`config.mk`:
```
export PLATFORM = sky130hd
export DESIGN_NAME = gpc_pin_ctrl
export DESIGN_NICKNAME = d
export VERILOG_FILES = /design/src/rtl/gpc_pkg.sv /design/src/rtl/gpc_cfg_if.sv /design/src/rtl/gpc_pin_ctrl.sv /design/src/rtl/gpc_pad_mux.sv /design/src/rtl/gpc_irq_det.sv
export VERILOG_INCLUDE_DIRS = /design/src /design/src/rtl
export SDC_FILE = /design/constraint.sdc
export NUM_CORES = 1
export LEC_CHECK = 0
export ABC_CLOCK_PERIOD_IN_PS = 1900
export CORE_MARGIN = 5
export CORE_UTILIZATION = 45
export CTS_CLUSTER_DIAMETER = 80
export DETAILED_ROUTE_END_ITERATION = 10
export DONT_BUFFER_PORTS = 1
export PLACE_DENSITY = 0.72
export SKIP_CTS_REPAIR_TIMING = 1
export SLEW_MARGIN = 15
export SYNTH_ARGS = -nofsm -noshare
export SYNTH_HDL_FRONTEND = slang
export SYNTH_SLANG_ARGS = --single-unit
export TNS_END_PERCENT = 20
```
`constraint.sdc`:
```
create_clock -name clk -period 1.9 [get_ports clk]
set_input_delay 0.285 -clock clk [delete_from_list [all_inputs] [get_ports clk]]
set_output_delay 0.285 -clock clk [all_outputs]
set_load 0.02 [all_outputs]
```
`src/rtl/gpc_map.svh`:
```
// register map, field positions and reset values of the pin control block
// assumes a word-aligned byte address on the 8-bit address of the register port
`ifndef GPC_MAP_SVH
`define GPC_MAP_SVH
`define GPC_ADDR_CTRL 8'h00
`define GPC_ADDR_STATUS 8'h04
`define GPC_ADDR_MASK 8'h08
`define GPC_BIT_INPUT 24
`define GPC_BIT_ODATA 16
`define GPC_MUX_HI 13
`define GPC_MUX_LO 12
`define GPC_BIT_POL 11
`define GPC_BIT_OSEL 10
`define GPC_BIT_DIR 9
`define GPC_BIT_OBT 8
`define GPC_BIT_EDGE 7
`define GPC_SENSE_HI 6
`define GPC_SENSE_LO 4
`define GPC_PWR_HI 3
`define GPC_PWR_LO 2
`define GPC_PULL_HI 1
`define GPC_PULL_LO 0
`define GPC_MUX_GPIO 2'h0
`define GPC_PWR_STBY 2'h0
`define GPC_PWR_MAIN 2'h1
`define GPC_PWR_OFF 2'h2
`define GPC_PWR_OUTONLY 2'h3
`define GPC_PULL_UP 2'h1
`define GPC_PULL_DOWN 2'h2
`define GPC_PULL_KEEP 2'h3
`define GPC_SENSE_LOW 3'h0
`define GPC_SENSE_HIGH 3'h1
`define GPC_SENSE_OFF 3'h4
`define GPC_SENSE_RISE 3'h5
`define GPC_SENSE_FALL 3'h6
`define GPC_SENSE_BOTH 3'h7
`define GPC_ST_PIN 0
`define GPC_ST_WAKE 1
`define GPC_RST_SENSE 3'h4
`define GPC_RST_ZERO2 2'h0
`endif

```
`src/rtl/gpc_pkg.sv`:
```
// types and the shared sense decoder of the pin control block
// assumes gpc_map.svh is on the include path
`include "gpc_map.svh"
package gpc_pkg;
  typedef enum logic [2:0] {
    SENSE_NONE, SENSE_LOW, SENSE_HIGH, SENSE_RISE, SENSE_FALL, SENSE_BOTH
  } gpc_sense_t;

  // reserved code combinations give no events
  function automatic gpc_sense_t sense_decode(input logic edge_en, input logic [2:0] code);
    gpc_sense_t m;
    m = SENSE_NONE;
    if (edge_en) begin
      if (code == `GPC_SENSE_RISE) begin
        m = SENSE_RISE;
      end else if (code == `GPC_SENSE_FALL) begin
        m = SENSE_FALL;
      end else if (code == `GPC_SENSE_BOTH) begin
        m = SENSE_BOTH;
      end
    end else if (code == `GPC_SENSE_LOW) begin
      m = SENSE_LOW;
    end else if (code == `GPC_SENSE_HIGH) begin
      m = SENSE_HIGH;
    end
    return m;
  endfunction
endpackage

```
`src/rtl/gpc_cfg_if.sv`:
```
// configuration bundle passed from the register file to pad and detector
// assumes one driver, the register file
`timescale 1ns/1ps
interface gpc_cfg_if;
  logic [1:0] mux;
  logic pol;
  logic dir;
  logic obt;
  logic edge_en;
  logic [2:0] sense;
  logic [1:0] pwr;
  logic [1:0] pull;
  logic out_data;
  modport ctrl (output mux, pol, dir, obt, edge_en, sense, pwr, pull, out_data);
  modport sink (input mux, pol, dir, obt, edge_en, sense, pwr, pull, out_data);
endinterface

```
`src/rtl/gpc_pin_ctrl.sv`:
```
// top of one gpio pin: control word, event status and mask, pad steering
// assumes a synchronous register port and pad/rail inputs on clk
//
// Contract
// - select 1: output data from bank register bit; per-pin value writes ignored.
// - select 0: output data from per-pin value; bank bit writes ignored.
// - direction bit sets buffer direction only while gpio function selected.
// - alternate function selected: it controls the pin direction itself.
// - buffer type bit: 1 open drain, 0 push-pull, for every function.
// - edge enabled: 101 rising, 110 falling, 111 either edge.
// - edge disabled: 000 low level, 001 high level; others reserved.
// - edge disabled with code 100: no interrupt events.
// - power code 00 standby rail, 01 main rail; tristate when well off.
// - power code 10: input, output and pulls all off.
// - power code 11: output only, tristated when standby rail off.
// - pull field: none, up, down, or keeper holding last value.
// - only edge detections wake the main clock domain.
// - function field 00 gpio, 01..11 alternate functions 1..3.
// - polarity with alternate function inverts outputs and detection sense.
// - input bit low when output only, high when unpowered or rail down; code forces high for main rail down only, standby rail down passes the pad.
//
// Design decisions made here: the address map and the strobed register port.
`timescale 1ns/1ps
`include "gpc_map.svh"
module gpc_pin_ctrl (
  // clock and reset
  input wire logic clk,
  input wire logic rstn,
  // register port
  input wire logic [7:0] reg_addr,
  input wire logic [31:0] reg_wdata,
  input wire logic reg_wr,
  input wire logic reg_rd,
  output logic [31:0] reg_rdata,
  // bank output register bit of this pin
  input wire logic bank_wr,
  input wire logic bank_wdata,
  // alternate functions 1..3
  input wire logic [2:0] alt_out,
  input wire logic [2:0] alt_oe,
  // rails
  input wire logic standby_rail,
  input wire logic main_rail_good,
  // pad
  input wire logic pad_in,
  output logic pad_out,
  output logic pad_oe,
  output logic pad_ie,
  output logic pull_up_en,
  output logic pull_dn_en,
  output logic keeper_en,
  // events
  output logic pin_event,
  output logic wake_event,
  output logic irq
);
  gpc_cfg_if cfg ();

  logic [1:0] mux, next_mux;
  logic pol, next_pol;
  logic osel, next_osel;
  logic dir, next_dir;
  logic obt, next_obt;
  logic edge_en, next_edge_en;
  logic [2:0] sense, next_sense;
  logic [1:0] pwr, next_pwr;
  logic [1:0] pull, next_pull;
  logic out_data, next_out_data;
  logic [1:0] status, next_status;
  logic [1:0] mask, next_mask;
  logic [31:0] next_rdata;
  logic in_val;
  logic lvl_hit;
  logic edge_hit;
  logic wr_ctrl;
  logic wr_mask;
  logic rd_status;
  logic [1:0] ev;

  assign cfg.mux = mux;
  assign cfg.pol = pol;
  assign cfg.dir = dir;
  assign cfg.obt = obt;
  assign cfg.edge_en = edge_en;
  assign cfg.sense = sense;
  assign cfg.pwr = pwr;
  assign cfg.pull = pull;
  assign cfg.out_data = out_data;

  gpc_pad_mux u_pad (
    .cfg(cfg.sink),
    .alt_out(alt_out),
    .alt_oe(alt_oe),
    .standby_rail(standby_rail),
    .main_rail_good(main_rail_good),
    .pad_in(pad_in),
    .pad_out(pad_out),
    .pad_oe(pad_oe),
    .pad_ie(pad_ie),
    .pull_up_en(pull_up_en),
    .pull_dn_en(pull_dn_en),
    .keeper_en(keeper_en),
    .in_val(in_val)
  );

  gpc_irq_det u_det (
    .clk(clk),
    .rstn(rstn),
    .cfg(cfg.sink),
    .in_val(in_val),
    .lvl_hit(lvl_hit),
    .edge_hit(edge_hit)
  );

  // event outputs
  assign pin_event = lvl_hit | edge_hit;
  assign wake_event = edge_hit;
  assign ev = {wake_event, pin_event};
  assign irq = |(status & mask);

  // address decode
  always_comb begin
    wr_ctrl = 1'b0;
    wr_mask = 1'b0;
    rd_status = 1'b0;
    if (reg_addr == `GPC_ADDR_CTRL) begin
      wr_ctrl = reg_wr;
    end else if (reg_addr == `GPC_ADDR_MASK) begin
      wr_mask = reg_wr;
    end else if (reg_addr == `GPC_ADDR_STATUS) begin
      rd_status = reg_rd;
    end
  end

  // control word next values
  always_comb begin
    next_mux = mux;
    next_pol = pol;
    next_osel = osel;
    next_dir = dir;
    next_obt = obt;
    next_edge_en = edge_en;
    next_sense = sense;
    next_pwr = pwr;
    next_pull = pull;
    next_out_data = out_data;
    next_mask = mask;
    if (wr_ctrl) begin
      next_mux = reg_wdata[`GPC_MUX_HI:`GPC_MUX_LO];
      next_pol = reg_wdata[`GPC_BIT_POL];
      next_osel = reg_wdata[`GPC_BIT_OSEL];
      next_dir = reg_wdata[`GPC_BIT_DIR];
      next_obt = reg_wdata[`GPC_BIT_OBT];
      next_edge_en = reg_wdata[`GPC_BIT_EDGE];
      next_sense = reg_wdata[`GPC_SENSE_HI:`GPC_SENSE_LO];
      next_pwr = reg_wdata[`GPC_PWR_HI:`GPC_PWR_LO];
      next_pull = reg_wdata[`GPC_PULL_HI:`GPC_PULL_LO];
    end
    if (wr_ctrl && !osel) begin
      next_out_data = reg_wdata[`GPC_BIT_ODATA];
    end
    if (bank_wr && osel) begin
      next_out_data = bank_wdata;
    end
    if (wr_mask) begin
      next_mask = reg_wdata[1:0];
    end
  end

  // status: read clears, a new event wins
  always_comb begin
    next_status = status;
    if (rd_status) begin
      next_status = 2'h0;
    end
    next_status = next_status | ev;
  end

  // read data
  always_comb begin
    next_rdata = 32'h0000_0000;
    if (reg_rd) begin
      if (reg_addr == `GPC_ADDR_CTRL) begin
        next_rdata[`GPC_BIT_INPUT] = in_val;
        next_rdata[`GPC_BIT_ODATA] = out_data;
        next_rdata[`GPC_MUX_HI:`GPC_MUX_LO] = mux;
        next_rdata[`GPC_BIT_POL] = pol;
        next_rdata[`GPC_BIT_OSEL] = osel;
        next_rdata[`GPC_BIT_DIR] = dir;
        next_rdata[`GPC_BIT_OBT] = obt;
        next_rdata[`GPC_BIT_EDGE] = edge_en;
        next_rdata[`GPC_SENSE_HI:`GPC_SENSE_LO] = sense;
        next_rdata[`GPC_PWR_HI:`GPC_PWR_LO] = pwr;
        next_rdata[`GPC_PULL_HI:`GPC_PULL_LO] = pull;
      end else if (reg_addr == `GPC_ADDR_STATUS) begin
        next_rdata[1:0] = status;
      end else if (reg_addr == `GPC_ADDR_MASK) begin
        next_rdata[1:0] = mask;
      end
    end
  end

  always_ff @(posedge clk or negedge rstn) begin
    if (!rstn) begin
      mux <= `GPC_MUX_GPIO;
      pol <= 1'b0;
      osel <= 1'b0;
      dir <= 1'b0;
      obt <= 1'b0;
      edge_en <= 1'b0;
      sense <= `GPC_RST_SENSE;
      pwr <= `GPC_PWR_STBY;
      pull <= `GPC_RST_ZERO2;
      out_data <= 1'b0;
      status <= `GPC_RST_ZERO2;
      mask <= `GPC_RST_ZERO2;
      reg_rdata <= 32'h0000_0000;
    end else begin
      mux <= next_mux;
      pol <= next_pol;
      osel <= next_osel;
      dir <= next_dir;
      obt <= next_obt;
      edge_en <= next_edge_en;
      sense <= next_sense;
      pwr <= next_pwr;
      pull <= next_pull;
      out_data <= next_out_data;
      status <= next_status;
      mask <= next_mask;
      reg_rdata <= next_rdata;
    end
  end
endmodule

```
`src/rtl/gpc_pad_mux.sv`:
```
// pad steering: function mux, buffer type, pad_power_source, pulls, input value
// assumes alternate functions give their own data and enable
`timescale 1ns/1ps
`include "gpc_map.svh"
module gpc_pad_mux (
  // configuration
  gpc_cfg_if.sink cfg,
  // alternate functions 1..3
  input wire logic [2:0] alt_out,
  input wire logic [2:0] alt_oe,
  // rails
  input wire logic standby_rail,
  input wire logic main_rail_good,
  // pad
  input wire logic pad_in,
  output logic pad_out,
  output logic pad_oe,
  output logic pad_ie,
  output logic pull_up_en,
  output logic pull_dn_en,
  output logic keeper_en,
  output logic in_val
);
  logic well_on;
  logic drv_data;
  logic drv_en;
  logic [1:0] idx;

  always_comb begin
    idx = cfg.mux - 2'h1;
    case (cfg.pwr)
      `GPC_PWR_STBY: well_on = standby_rail;
      `GPC_PWR_MAIN: well_on = main_rail_good;
      `GPC_PWR_OUTONLY: well_on = standby_rail;
      default: well_on = 1'b0;
    endcase
    if (cfg.mux == `GPC_MUX_GPIO) begin
      drv_data = cfg.out_data;
      drv_en = cfg.dir;
    end else begin
      drv_data = alt_out[idx] ^ cfg.pol;
      drv_en = alt_oe[idx];
    end
    drv_en = drv_en & well_on;
    if (cfg.obt) begin
      pad_out = 1'b0;
      pad_oe = drv_en & ~drv_data;
    end else begin
      pad_out = drv_data;
      pad_oe = drv_en;
    end
    pad_ie = well_on && (cfg.pwr != `GPC_PWR_OUTONLY);
    pull_up_en = (cfg.pwr != `GPC_PWR_OFF) && (cfg.pull == `GPC_PULL_UP);
    pull_dn_en = (cfg.pwr != `GPC_PWR_OFF) && (cfg.pull == `GPC_PULL_DOWN);
    keeper_en = (cfg.pwr != `GPC_PWR_OFF) && (cfg.pull == `GPC_PULL_KEEP);
    if (cfg.pwr == `GPC_PWR_OUTONLY) begin
      in_val = 1'b0;
    end else if (cfg.pwr == `GPC_PWR_OFF) begin
      in_val = 1'b1;
    end else if (cfg.pwr == `GPC_PWR_MAIN && !main_rail_good) begin
      in_val = 1'b1;
    end else begin
      in_val = pad_in;
    end
  end
endmodule

```
`src/rtl/gpc_irq_det.sv`:
```
// level and edge detection on the pin input value
// assumes in_val already synchronous to clk
`timescale 1ns/1ps
`include "gpc_map.svh"
module gpc_irq_det (
  // clock and reset
  input wire logic clk,
  input wire logic rstn,
  // configuration and input
  gpc_cfg_if.sink cfg,
  input wire logic in_val,
  // detections
  output logic lvl_hit,
  output logic edge_hit
);
  logic prev;
  logic primed;
  logic next_prev;
  logic next_primed;
  logic inv;
  logic cur_s;
  logic prev_s;
  gpc_pkg::gpc_sense_t mode;

  always_comb begin
    next_prev = in_val;
    next_primed = 1'b1;
    inv = (cfg.mux != `GPC_MUX_GPIO) && cfg.pol;
    cur_s = in_val ^ inv;
    prev_s = prev ^ inv;
    mode = gpc_pkg::sense_decode(cfg.edge_en, cfg.sense);
    lvl_hit = 1'b0;
    edge_hit = 1'b0;
    case (mode)
      gpc_pkg::SENSE_LOW: lvl_hit = ~cur_s;
      gpc_pkg::SENSE_HIGH: lvl_hit = cur_s;
      gpc_pkg::SENSE_RISE: edge_hit = primed & cur_s & ~prev_s;
      gpc_pkg::SENSE_FALL: edge_hit = primed & ~cur_s & prev_s;
      gpc_pkg::SENSE_BOTH: edge_hit = primed & (cur_s ^ prev_s);
      default: edge_hit = 1'b0;
    endcase
  end

  always_ff @(posedge clk or negedge rstn) begin
    if (!rstn) begin
      prev <= 1'b0;
      primed <= 1'b0;
    end else begin
      prev <= next_prev;
      primed <= next_primed;
    end
  end
endmodule

```
## Word-level counts from Yosys, hierarchy flattened

Index checks and enable logic that the tools add are counted.
Widths: inputs -> output; s select.

- Bits of input ports: 55
- Word-level logic and storage cells: 109
- Output and inout bits: 41
- Flip-flop bits (word level): 37

- Eq/ne operators: 19
- Reductions and logical operators: 18
- Multiplexer cells: 38
- Bitwise logic cells: 17
- $add $sub $neg: 1
- $lt $le $gt $ge: 1

Operators with widths:

| cell | number |
|---|---|
| $mux 1 | 21 |
| $eq 3x3->1 const B | 5 |
| $mux 3 | 5 |
| $mux 14 | 1 |
| $mux 12 | 1 |
| $mux 2 | 5 |
| $eq 2x2->1 const B | 4 |
| $eq 8x3->1 const B | 1 |
| $eq 8x4->1 const B | 1 |
| $logic_and 1x1->1 | 8 |
| $logic_not 8->1 | 1 |
| $and 1x1->1 | 7 |
| $eq 3x1->1 const B | 2 |
| $eq 3x2->1 const B | 2 |
| $bmux 1 s2 | 2 |
| $eq 2x1->1 const B | 2 |
| $logic_not 2->1 | 2 |
| $ne 2x2->1 const B | 2 |
| $pmux 1 s2 | 2 |
| $reduce_bool 2->1 | 2 |
| $reduce_or 2->1 | 2 |
| $xor 1x1->1 | 4 |
| $logic_not 3->1 | 1 |
| $lt 2x3->1 const B | 1 |
| 7 further kinds | 10 |

## Longest topological paths before layout

Gate-level depths: netlist (run 1).

- Depth in word-level cells: 12
- Mapped depth: 7
- Gate-level depth less buffers: 7

## Modules after synthesis

A second synthesis (run 1) with hierarchy kept.

- Cell total of the unflattened synthesis: 170
- Area total of the unflattened synthesis: 2001.9 um^2

By module, submodules not included:

| module | seq. area each (um^2) | area an instance (um^2) | cells an instance | times used |
|---|---|---|---|---|
| gpc_pin_ctrl | 877.1 | 1547.7 | 114 | 1 |
| gpc_pad_mux | 0.0 | 274.0 | 38 | 1 |
| gpc_irq_det | 50.0 | 180.2 | 18 | 1 |

## Worst setup path before layout (run 1)

OpenSTA, ideal clock, no wires.

- Kind: flip-flop to output port
- From: reg mux[0], in the netlist cfg.mux[0]
- To: out pin_event
- Arrival: 1.758 ns
- Required time: 1.615 ns
- Slack: -0.143 ns
- Buffers on the path: 0
- Cell stages (with the launch flop): 8
- Path through: dfrtp_1 -> inv_1 -> ha_1 -> and2b_4 -> xnor2_2 -> xnor2_1 -> or4_4 -> nand2_1

- Longest elaborated chain between the ends: 8
- Elaborated cells between the ends (all ways): 15
- Classes of those cells: mux (2); bitwise (11); reduce/logical (2)

Ends and longest elaborated chain:

| what | line | text |
|---|---|---|
| start: declaration | gpc_pin_ctrl.sv:59 | `logic [1:0] mux, next_mux;` |
| start signal: assignment | gpc_pin_ctrl.sv:205 | `` mux <= `GPC_MUX_GPIO; `` |
| start signal: assignment | gpc_pin_ctrl.sv:219 | `mux <= next_mux;` |
| $reduce_bool 2->1 (no line) (*) | -- |  |
| $logic_and 1x1->1 (*) | gpc_irq_det.sv:28 | `` inv = (cfg.mux != `GPC_MUX_GPIO) && cfg.pol; `` |
| $xor 1x1->1 | gpc_irq_det.sv:29 | `cur_s = in_val ^ inv;` |
| $not 1->1 | gpc_irq_det.sv:35, gpc_irq_det.sv:38 |  |
| $and 1x1->1 (2 in series) | gpc_irq_det.sv:38 | `gpc_pkg::SENSE_FALL: edge_hit = primed & ~cur_s & prev_s;` |
| $pmux 1 s3 | gpc_irq_det.sv:34 | `case (mode)` |
| $or 1x1->1 (*) | gpc_pin_ctrl.sv:116 | `assign pin_event = lvl_hit \| edge_hit;` |
| end: declaration | gpc_pin_ctrl.sv:53 | `output logic pin_event,` |

Mark *: on every way between the ends. The rest lies on a longest branch, timed or not.

## Worst setup path after layout (run 1)

Ends and elaborated chain as after synthesis.

==> results.toml, run 1 <==
[status]
status = "finished, violations left"
violations = "negative setup slack"

[synth]
synth_warnings = 0
yosysTopAreaCellShare = 0.483
synth.yosys.seq_area_share = 0.497
synth_compound_area_frac = 0.0497
synth_top_family_by_area = "simple AND/OR/NAND/NOR gates"
ys.flop_type = "dfrtp_1"
syn_avg_cell_area_sq_um = 11.3
yosys-top-cells-area = "dfrtp_1 (48%), buf_4 (6.8%), mux2_1 (6.0%), mux2i_1 (5.4%), and2_1 (4.0%)"
yosys.area_share.simple = 0.185
synth_fa_ha_area_frac = 0.0336
synthArstFlopShare = 1.00
synthXorXnorAreaFrac = 0.0181
yosysUniqueCellTypes = 41
ys_ff_latch = 37
syn_area_sq_um = 1860
synth-edff-count = 0
netlist_instances = 165
synth_mux_area_frac = 0.126
synth_area_leader_cell = "dfrtp_1"

[worst_setup_path]
arrival_ps = 1910
criticalPathCategory = "flip-flop to primary output"
reg2reg_slack_ps = 140
start_kind = "flip-flop"
end_kind = "primary output"
r2r-end = "status[0]$_DFF_PN0_"
crit_path_start = "cfg.mux[0]$_DFFE_PN0P_"
reg2reg_from = "cfg.mux[0]$_DFFE_PN0P_"
path_max_fanout = 3
r2r_cells = 8
required_ps = 1620
endpoint = "pin_event"

[placement]
dpl.hpwl_microns = 3020
numPortBuffers = 0
gp_congestion = 0.860
place_inst = 226
place_ws_ps = -65.3

[global_route]
met1_usage = 0.151
grt_pass1_vias = 1258
grt_overflow = 0
grt_max_degree = 38
antenna_found_initial = 0
use_met3 = 0.0662
grt_pass1_wl_microns = 5930
grt_usage = 0.143
top_usage_layer = "met2"
grt.met2_usage = 0.249

[sta]
final_max_slew_viol_count = 0
period_share = 1.15
final.min_clock_period_ps = 2190
fmax_ghz = 0.456
timing.final.ws_setup_ps = -292
hold_viol_final = 0
rsz0062_at_grt = "true"
finClkSkew_ps = 7.30
setup_viol = 4

[clocking]
cts-root-buf = "clkbuf_8"
cts_buffer_depth = 2
cts_inserted_buffers = 5
clk-insertion-delay-late_ps = 280
cts_tree = "built"
path_clk_slew_ps = 70
clkSinkCount = 37
htree_num_levels = 2

[routing]
wirelength_microns = 3900
drtPass1Iterations = 4
num_vias = 1205
wl_per_cell_microns = 16.4
drc = 0
drt_iter0_markers = 29
ant_nets = 0
viasPerCell = 5.08

[cells_and_area]
fin_nets = 246
final_common_cell = "dfrtp_1"
antenna_cells = 0
drive_gt1_frac = 0.267
final_cell_mix = "dfrtp_1 (36), conb_1 (17), buf_4 (15)"
fin_cells = 237
final_core_util = 0.544
fill_cells = 361
area.growth.synth_to_final_pct = 16.7

[floorplan]
dieArea_sq_um = 5530
std_cell_rows = 23
num_io_pins = 96
core_area_sq_um = 4000
die_w_microns = 74.4
start_util = 0.466
die_h_microns = 74.4

[power]
power_density_nw_per_um2 = 832
p_leak_nw = 1.04
ir_drop_v = 0.000620

[hold_path]
hp-class = "primary input to flip-flop"

[flow_run]
cap_viol_max_count = 0
==> where the power goes <==
group / switching [mW] / internal, mW / total [mW]
Clock: 0.262 / 0.389 / 0.651
Sequential: 0.0338 / 0.821 / 0.855
Combinational: 0.166 / 0.138 / 0.304
==> how the worst min path moves through the flow <==
stage                  startpoint                      end  slack [ps]  cells past startpoint
floorplan                    rstn      cfg.dir$_DFFE_PN0P_         -10                      0
global placement             rstn  cfg.pull[1]$_DFFE_PN0P_          -9                      0
detailed placement           rstn  cfg.pull[0]$_DFFE_PN0P_          -9                      0
CTS                          rstn  reg_rdata[16]$_DFF_PN0_        -330                      0
global route         reg_wdata[7]  cfg.edge_en$_DFFE_PN0P_         120                      1
finish              reg_wdata[12]   cfg.mux[0]$_DFFE_PN0P_         120                      2
==> per-stage QoR <==
stage | total power, mW | setup TNS [ps] | hold WS [ps] | instance area, sq um
after detailed placement | 1.13 | -105 | -9.42 | 1980
after floorplan | 1.08 | -34.4 | -10.6 | 1950
after global placement | 1.12 | 0 | -9.27 | 1980
after CTS | 1.79 | -1220 | -325 | 2090
after global routing | 1.90 | -1310 | 118 | 2180
final | 1.81 | -861 | 122 | 2180
==> critical path, cell delays in order (launching register included) <==
cell,delay (ps)
dfrtp_1,400
inv_2,80
ha_4,120
and2b_4,190
xnor2_2,130
xnor2_1,130
or4_4,440
nand2_4,120
==> cells in the mapped netlist, types with 2 or more instances <==
cell type  number
o21ai_1         5
nand3_1         3
dfrtp_1        36
mux2i_1        10
a21oi_1         2
inv_1           5
and2_2          2
nor2_1         11
conb_1          2
ha_1            5
mux2_1         10
nand2b_1        2
and2_1         12
mux2_2          2
nand3b_1        4
nand2_1        10
nor3b_1         4
buf_4          17
==> layer usage <==
layer / up-vias / wire length (microns)
met5: - / 0
met4: 0 / 90
met3: 9 / 373
met2: 53 / 2060
met1: 577 / 1370
li1: 566 / -
==> logic make-up after synthesis <==
kind of cell / Yosys count
buffers and inverters: 24
AOI/OAI and AO/OA: 13
muxes: 22
and+or+nand+nor: 59
xor gates and xnor gates: 3
DFF: 37
adders and majority gates: 5
other: 2
==> final cells by class <==
type / count / area (sq um) / share of cell area
inverters: 5 / 18.8 / 0.00863
clock inverters: 2 / 35.0 / 0.0161
clock buffers: 6 / 72.6 / 0.0334
multi-input cells: 119 / 898 / 0.413
well taps: 50 / 62.6 / 0.0288
repair buffers: 18 / 161 / 0.0742
flip-flops and latches: 37 / 927 / 0.426
==> sequential cells by signal, indices dropped and copies added, names as in the netlist, 2 cells and up <==
name       cells
cfg.pull       2
status         2
cfg.pwr        2
reg_rdata     16
cfg.sense      3
mask           2
cfg.mux        2
(Power assumes the default switching activity.)
==> run 2: changes to the inputs <==
--- a/config.mk
+++ b/config.mk
@@ -8,11 +8,11 @@
 export LEC_CHECK = 0
 export ABC_CLOCK_PERIOD_IN_PS = 1900
 export CORE_MARGIN = 5
-export CORE_UTILIZATION = 45
+export CORE_UTILIZATION = 53
 export CTS_CLUSTER_DIAMETER = 80
 export DETAILED_ROUTE_END_ITERATION = 10
 export DONT_BUFFER_PORTS = 1
-export PLACE_DENSITY = 0.72
+export PLACE_DENSITY = 0.81
 export SKIP_CTS_REPAIR_TIMING = 1
 export SLEW_MARGIN = 15
 export SYNTH_ARGS = -nofsm -noshare
==> results.toml, run 2 (synthesized netlist as in run 1, its figures left out) <==
[cells_and_area]
final_cell_area_sq_um = 2210
antenna_cells = 0
fin_cells = 235
area.growth.synth_to_final_pct = 18.6
multi_input_comb_area_sq_um = 950
largest_reg_flops = 16
drive_gt1_frac = 0.307
fin_nets = 248
fill_cells = 275
final_cell_mix = "dfrtp_1 (36), conb_1 (17), buf_4 (16)"
regMostFlops = "reg_rdata"
reg.largest.list = "reg_rdata (16), cfg.sense (3)"
final_common_cell = "dfrtp_1"
seqCellArea_sq_um = 927

[worst_setup_path]
path_max_fanout = 3
reg2reg_slack_ps = 120
crit_path_start = "cfg.mux[1]$_DFFE_PN0P_"
r2r-end = "status[0]$_DFF_PN0_"
required_ps = 1620
cp_slowest_cell = "or4_4"
arrival_ps = 1970
crit_chain = "inv_2 -> ha_4 -> and2b_4 -> xnor2_2 -> xnor2_2 -> or4_4 -> nand2_4"
path_common_cell = "xnor2_2"
reg2reg_from = "cfg.mux[1]$_DFFE_PN0P_"
path_buf_inv = 1
r2r_cells = 8
critPathMaxStageDelay_ps = 440
start_kind = "flip-flop"
criticalPathCategory = "flip-flop to primary output"
end_kind = "primary output"
endpoint = "pin_event"
critPathTopFamily = "simple AND/OR/NAND/NOR gates"
worstSetupPathDepth = 7

[floorplan]
std_cell_rows = 21
die_w_microns = 69.3
die_h_microns = 69.3
core_area_sq_um = 3360
dieArea_sq_um = 4800
num_io_pins = 96
start_util = 0.554

[routing]
wirelength_microns = 3930
num_vias = 1255
drc = 0
viasPerCell = 5.34
drt_iter0_markers = 27
wl_per_cell_microns = 16.7
drtPass1Iterations = 4
ant_nets = 0

[power]
combinationalPowerShare = 0.187
clock_power_share = 0.325
power_density_nw_per_um2 = 794
swShare = 0.266
ir_drop_v = 0.000594
p_sw_mw = 0.467
p_leak_nw = 1.05
p_int_mw = 1.29
pwr-share-seq = 0.488

[clocking]
cts_tree = "built"
cts_inserted_buffers = 5
path_clk_slew_ps = 110
clk-insertion-delay-late_ps = 340
clkSinkCount = 37
cts_buffer_depth = 2
cts-root-buf = "clkbuf_4"
htree_num_levels = 2

[sta]
fmax_ghz = 0.444
final.min_clock_period_ps = 2250
finClkSkew_ps = 11.2
timing.final.ws_setup_ps = -353
hold_viol_final = 0
finalHoldWorstSlack_ps = 57.4
final_max_slew_viol_count = 0
rsz0062_at_grt = "true"
period_share = 1.19
setup_viol = 5

[global_route]
use_met3 = 0.0754
top_usage_layer = "met2"
grt_overflow = 0
grt_max_degree = 38
grt_pass1_vias = 1331
grt_pass1_wl_microns = 6330
grt.met2_usage = 0.303
met1_usage = 0.163
antenna_found_initial = 0
grt_usage = 0.168

[status]
violations = "negative setup slack"
status = "finished, violations left"

[placement]
numPortBuffers = 0
dpl.hpwl_microns = 2960
dpl-instance-area_sq_um = 1980
gp_congestion = 0.901
place_inst = 222

[flow_run]
cap_viol_max_count = 0

[hold_path]
hp-class = "primary input to flip-flop"
run 2: cell types whose count changed in the layout (fill, tap and decap cells not counted), sizes merged:
cell,before,now
clkinv,1,0
clkbuf,6,7
buf,17,19
run 2: layer usage:
layer	vias to the layer above	part of all wire
met3	12	0.085
met4	0	0.024
met1	613	0.34
met5	-	0
li1	573	-
met2	57	0.55
run 2: worst min path at each step:
stage	startpoint	end	slack (ps)	cells past startpoint
floorplan	rstn	cfg.dir$_DFFE_PN0P_	-10	0
global placement	rstn	cfg.mux[1]$_DFFE_PN0P_	-10	0
detailed placement	rstn	cfg.mux[1]$_DFFE_PN0P_	-10	0
CTS	rstn	cfg.dir$_DFFE_PN0P_	-400	0
global route	reg_wdata[11]	cfg.pol$_DFFE_PN0P_	40	1
finish	reg_wdata[13]	cfg.mux[1]$_DFFE_PN0P_	60	2
run 2: final cells by class:
class,count,share of cell area
Sequential cell,37,0.419
Clock inverter,1,0.0136
Inverter,5,0.00849
Tap cell,46,0.0260
Timing Repair Buffer,20,0.0781
Multi-Input combinational cell,119,0.430
Clock buffer,7,0.0249
run 2: through the flow:
stage | utilization | setup WS [ps] | setup TNS (ps) | power, mW
floorplan | - | -34.4 | -34.4 | 1.08
global placement | 0.589 | 0.241 | 0 | 1.12
detailed placement | 0.589 | -19.4 | -25.3 | 1.14
CTS | 0.614 | -424 | -1650 | 1.71
global route | 0.657 | -458 | -1790 | 1.85
finish | 0.657 | -353 | -1260 | 1.75
run 2: power groups by stage:
stage               logic (mW)  registers, mW  clock network, mW
floorplan                0.221          0.863                  0
global placement         0.254          0.865                  0
detailed placement       0.266          0.869                  0
CTS                      0.267          0.855              0.587
global route             0.357          0.861              0.630
finish                   0.328          0.857              0.570
==> run 3: changes to the inputs <==
--- a/config.mk
+++ b/config.mk
@@ -6,6 +6,7 @@
 export SDC_FILE = /design/constraint.sdc
 export NUM_CORES = 1
 export LEC_CHECK = 0
+export ABC_AREA = 1
 export ABC_CLOCK_PERIOD_IN_PS = 1900
 export CORE_MARGIN = 5
 export CORE_UTILIZATION = 53
==> results.toml, run 3 <==
[status]
status = "finished, violations left"
violations = "negative setup slack"

[cells_and_area]
reg.largest.list = "reg_rdata (16), cfg.sense (3)"
drive_gt1_frac = 0.251
fin_nets = 310
multi_input_comb_area_sq_um = 888
fill_cells = 278
largest_reg_flops = 16
area.growth.synth_to_final_pct = 18.2
regMostFlops = "reg_rdata"
antenna_cells = 0
final_cell_mix = "nor2_1 (35), dfrtp_1 (35), nand2_1 (32)"
seqCellArea_sq_um = 928

[routing]
ant_nets = 0
wirelength_microns = 4030
drtPass1Iterations = 5
num_vias = 1487
viasPerCell = 5.01
drc = 0
wl_per_cell_microns = 13.6
drt_iter0_markers = 83

[placement]
numPortBuffers = 0
gp_congestion = 0.864
dpl.hpwl_microns = 2800
place_ws_ps = 93.4

[global_route]
grt_max_degree = 38
antenna_found_initial = 0
grt_overflow = 0
grt_pass1_wl_microns = 6160
grt_pass1_vias = 1346
grt_usage = 0.160

[sta]
tightest_slew_ps = 542
period_share = 1.07
setup_viol = 4
fmax_ghz = 0.492
timing.final.ws_setup_ps = -132
hold_viol_final = 0
rsz0062_at_grt = "true"
finClkSkew_ps = 12.0
relSlewSlack = 0.638
final.min_clock_period_ps = 2030
final_max_slew_viol_count = 0
finalHoldWorstSlack_ps = 49.3

[floorplan]
die_h_microns = 69.8
start_util = 0.559
die_w_microns = 69.8
num_io_pins = 96
dieArea_sq_um = 4870
std_cell_rows = 21
core_area_sq_um = 3390

[clocking]
htree_num_levels = 2
cts-root-buf = "clkbuf_4"
clkSinkCount = 37
path_clk_slew_ps = 120
cts_buffer_depth = 2
cts_tree = "built"
clk-insertion-delay-late_ps = 340
cts_inserted_buffers = 5

[worst_setup_path]
path_max_fanout = 5
criticalPathCategory = "flip-flop to primary output"
start_kind = "flip-flop"
end_kind = "primary output"
required_ps = 1620
arrival_ps = 1750

[synth]
synth.yosys.seq_area_share = 0.489
syn_area_sq_um = 1890
synth_area_leader_cell = "dfrtp_1"
synth_warnings = 0
syn_avg_cell_area_sq_um = 8.17
yosysTopAreaCellShare = 0.476
yosys-top-cells-area = "dfrtp_1 (48%), nand2_1 (8.7%), nor2_1 (7.9%), buf_4 (6.3%), inv_1 (6.3%)"
yosys-top-cells-count = "nand2_1 (44), nor2_1 (40), dfrtp_1 (36)"
ys_ff_latch = 37
synth-edff-count = 0
ys.flop_type = "dfrtp_1"
yosysUniqueCellTypes = 25
synthArstFlopShare = 1.00
yosysMostFrequentCell = "nand2_1"
netlist_instances = 232

[hold_path]
hp-class = "primary input to flip-flop"

[power]
p_leak_nw = 1.18
power_density_nw_per_um2 = 787
ir_drop_v = 0.000451

[flow_run]
cap_viol_max_count = 0
## run 3: final timing paths
| kind | start | endpoint | slack (ps) | cells past startpoint |
|---|---|---|---|---|
| worst max-delay path | cfg.pwr[1]$_DFFE_PN0P_ | pin_event | -130 | 9 |
| worst min-delay path | reg_rd | reg_rdata[1]$_DFF_PN0_ | 50 | 2 |
| worst max register to register | cfg.pwr[1]$_DFFE_PN0P_ | status[0]$_DFF_PN0_ | 280 | 10 |
| worst min register to register | cfg.sense[2]$_DFFE_PN1P_ | cfg.sense[2]$_DFFE_PN1P_ | 510 | 2 |
| max in group asynchronous | rstn | cfg.sense[2]$_DFFE_PN1P_ | 1250 | 2 |
| min in group asynchronous | rstn | reg_rdata[3]$_DFF_PN0_ | 380 | 2 |
## run 3: final cells by class
| type | instances | share of cell area |
|---|---|---|
| Tap cell | 46 | 0.0257 |
| Timing Repair Buffer | 16 | 0.0604 |
| Clock inverter | 3 | 0.0307 |
| Inverter | 32 | 0.0548 |
| Sequential cell | 37 | 0.415 |
| Clock buffer | 5 | 0.0168 |
| Multi-Input combinational cell | 158 | 0.397 |
## run 3: per-layer routing
layer	track usage	part of all wire	wire length, microns
met2	0.256	0.50	2020
met5	0	0	0
met3	0.0739	0.076	307
met1	0.190	0.40	1590
met4	0.0511	0.025	101
## run 3: cells by family after synthesis
logic type | synth area share
AOI/OAI and AO/OA | 0.0852
adders and majority gates | 0.0330
buffers and inverters | 0.144
DFF | 0.489
muxes | 0.00594
other | 0.00396
and+or+nand+nor | 0.238
## run 3: through the flow
stage	power, mW	instances	cell area [sq um]	TNS (ps)	util
after CTS	1.71	288	2010	-1060	0.594
after detailed placement	1.02	280	1910	0	0.563
after floorplan	1.01	247	1950	0	-
after global placement	1.01	280	1910	0	0.563
after global routing	1.86	297	2240	-1010	0.660
final	1.76	297	2240	-430	0.660
## run 3: critical path: stages, from the launching register on
cell,delay [ps]
dfrtp_1,400
buf_4,160
nor2_2,180
nand2_4,100
nand2_4,100
nand2_1,60
nand3_1,90
nand2_2,70
nor2_4,160
nand2_4,90
## run 3: power breakdown
group / total, mW / internal, mW / leakage (nW) / switching (mW)
Combinational: 0.243 / 0.0821 / 0.680 / 0.161
Sequential: 0.834 / 0.813 / 0.444 / 0.0215
Clock: 0.684 / 0.414 / 0.0558 / 0.270
Total: 1.76 / 1.31 / 1.18 / 0.452
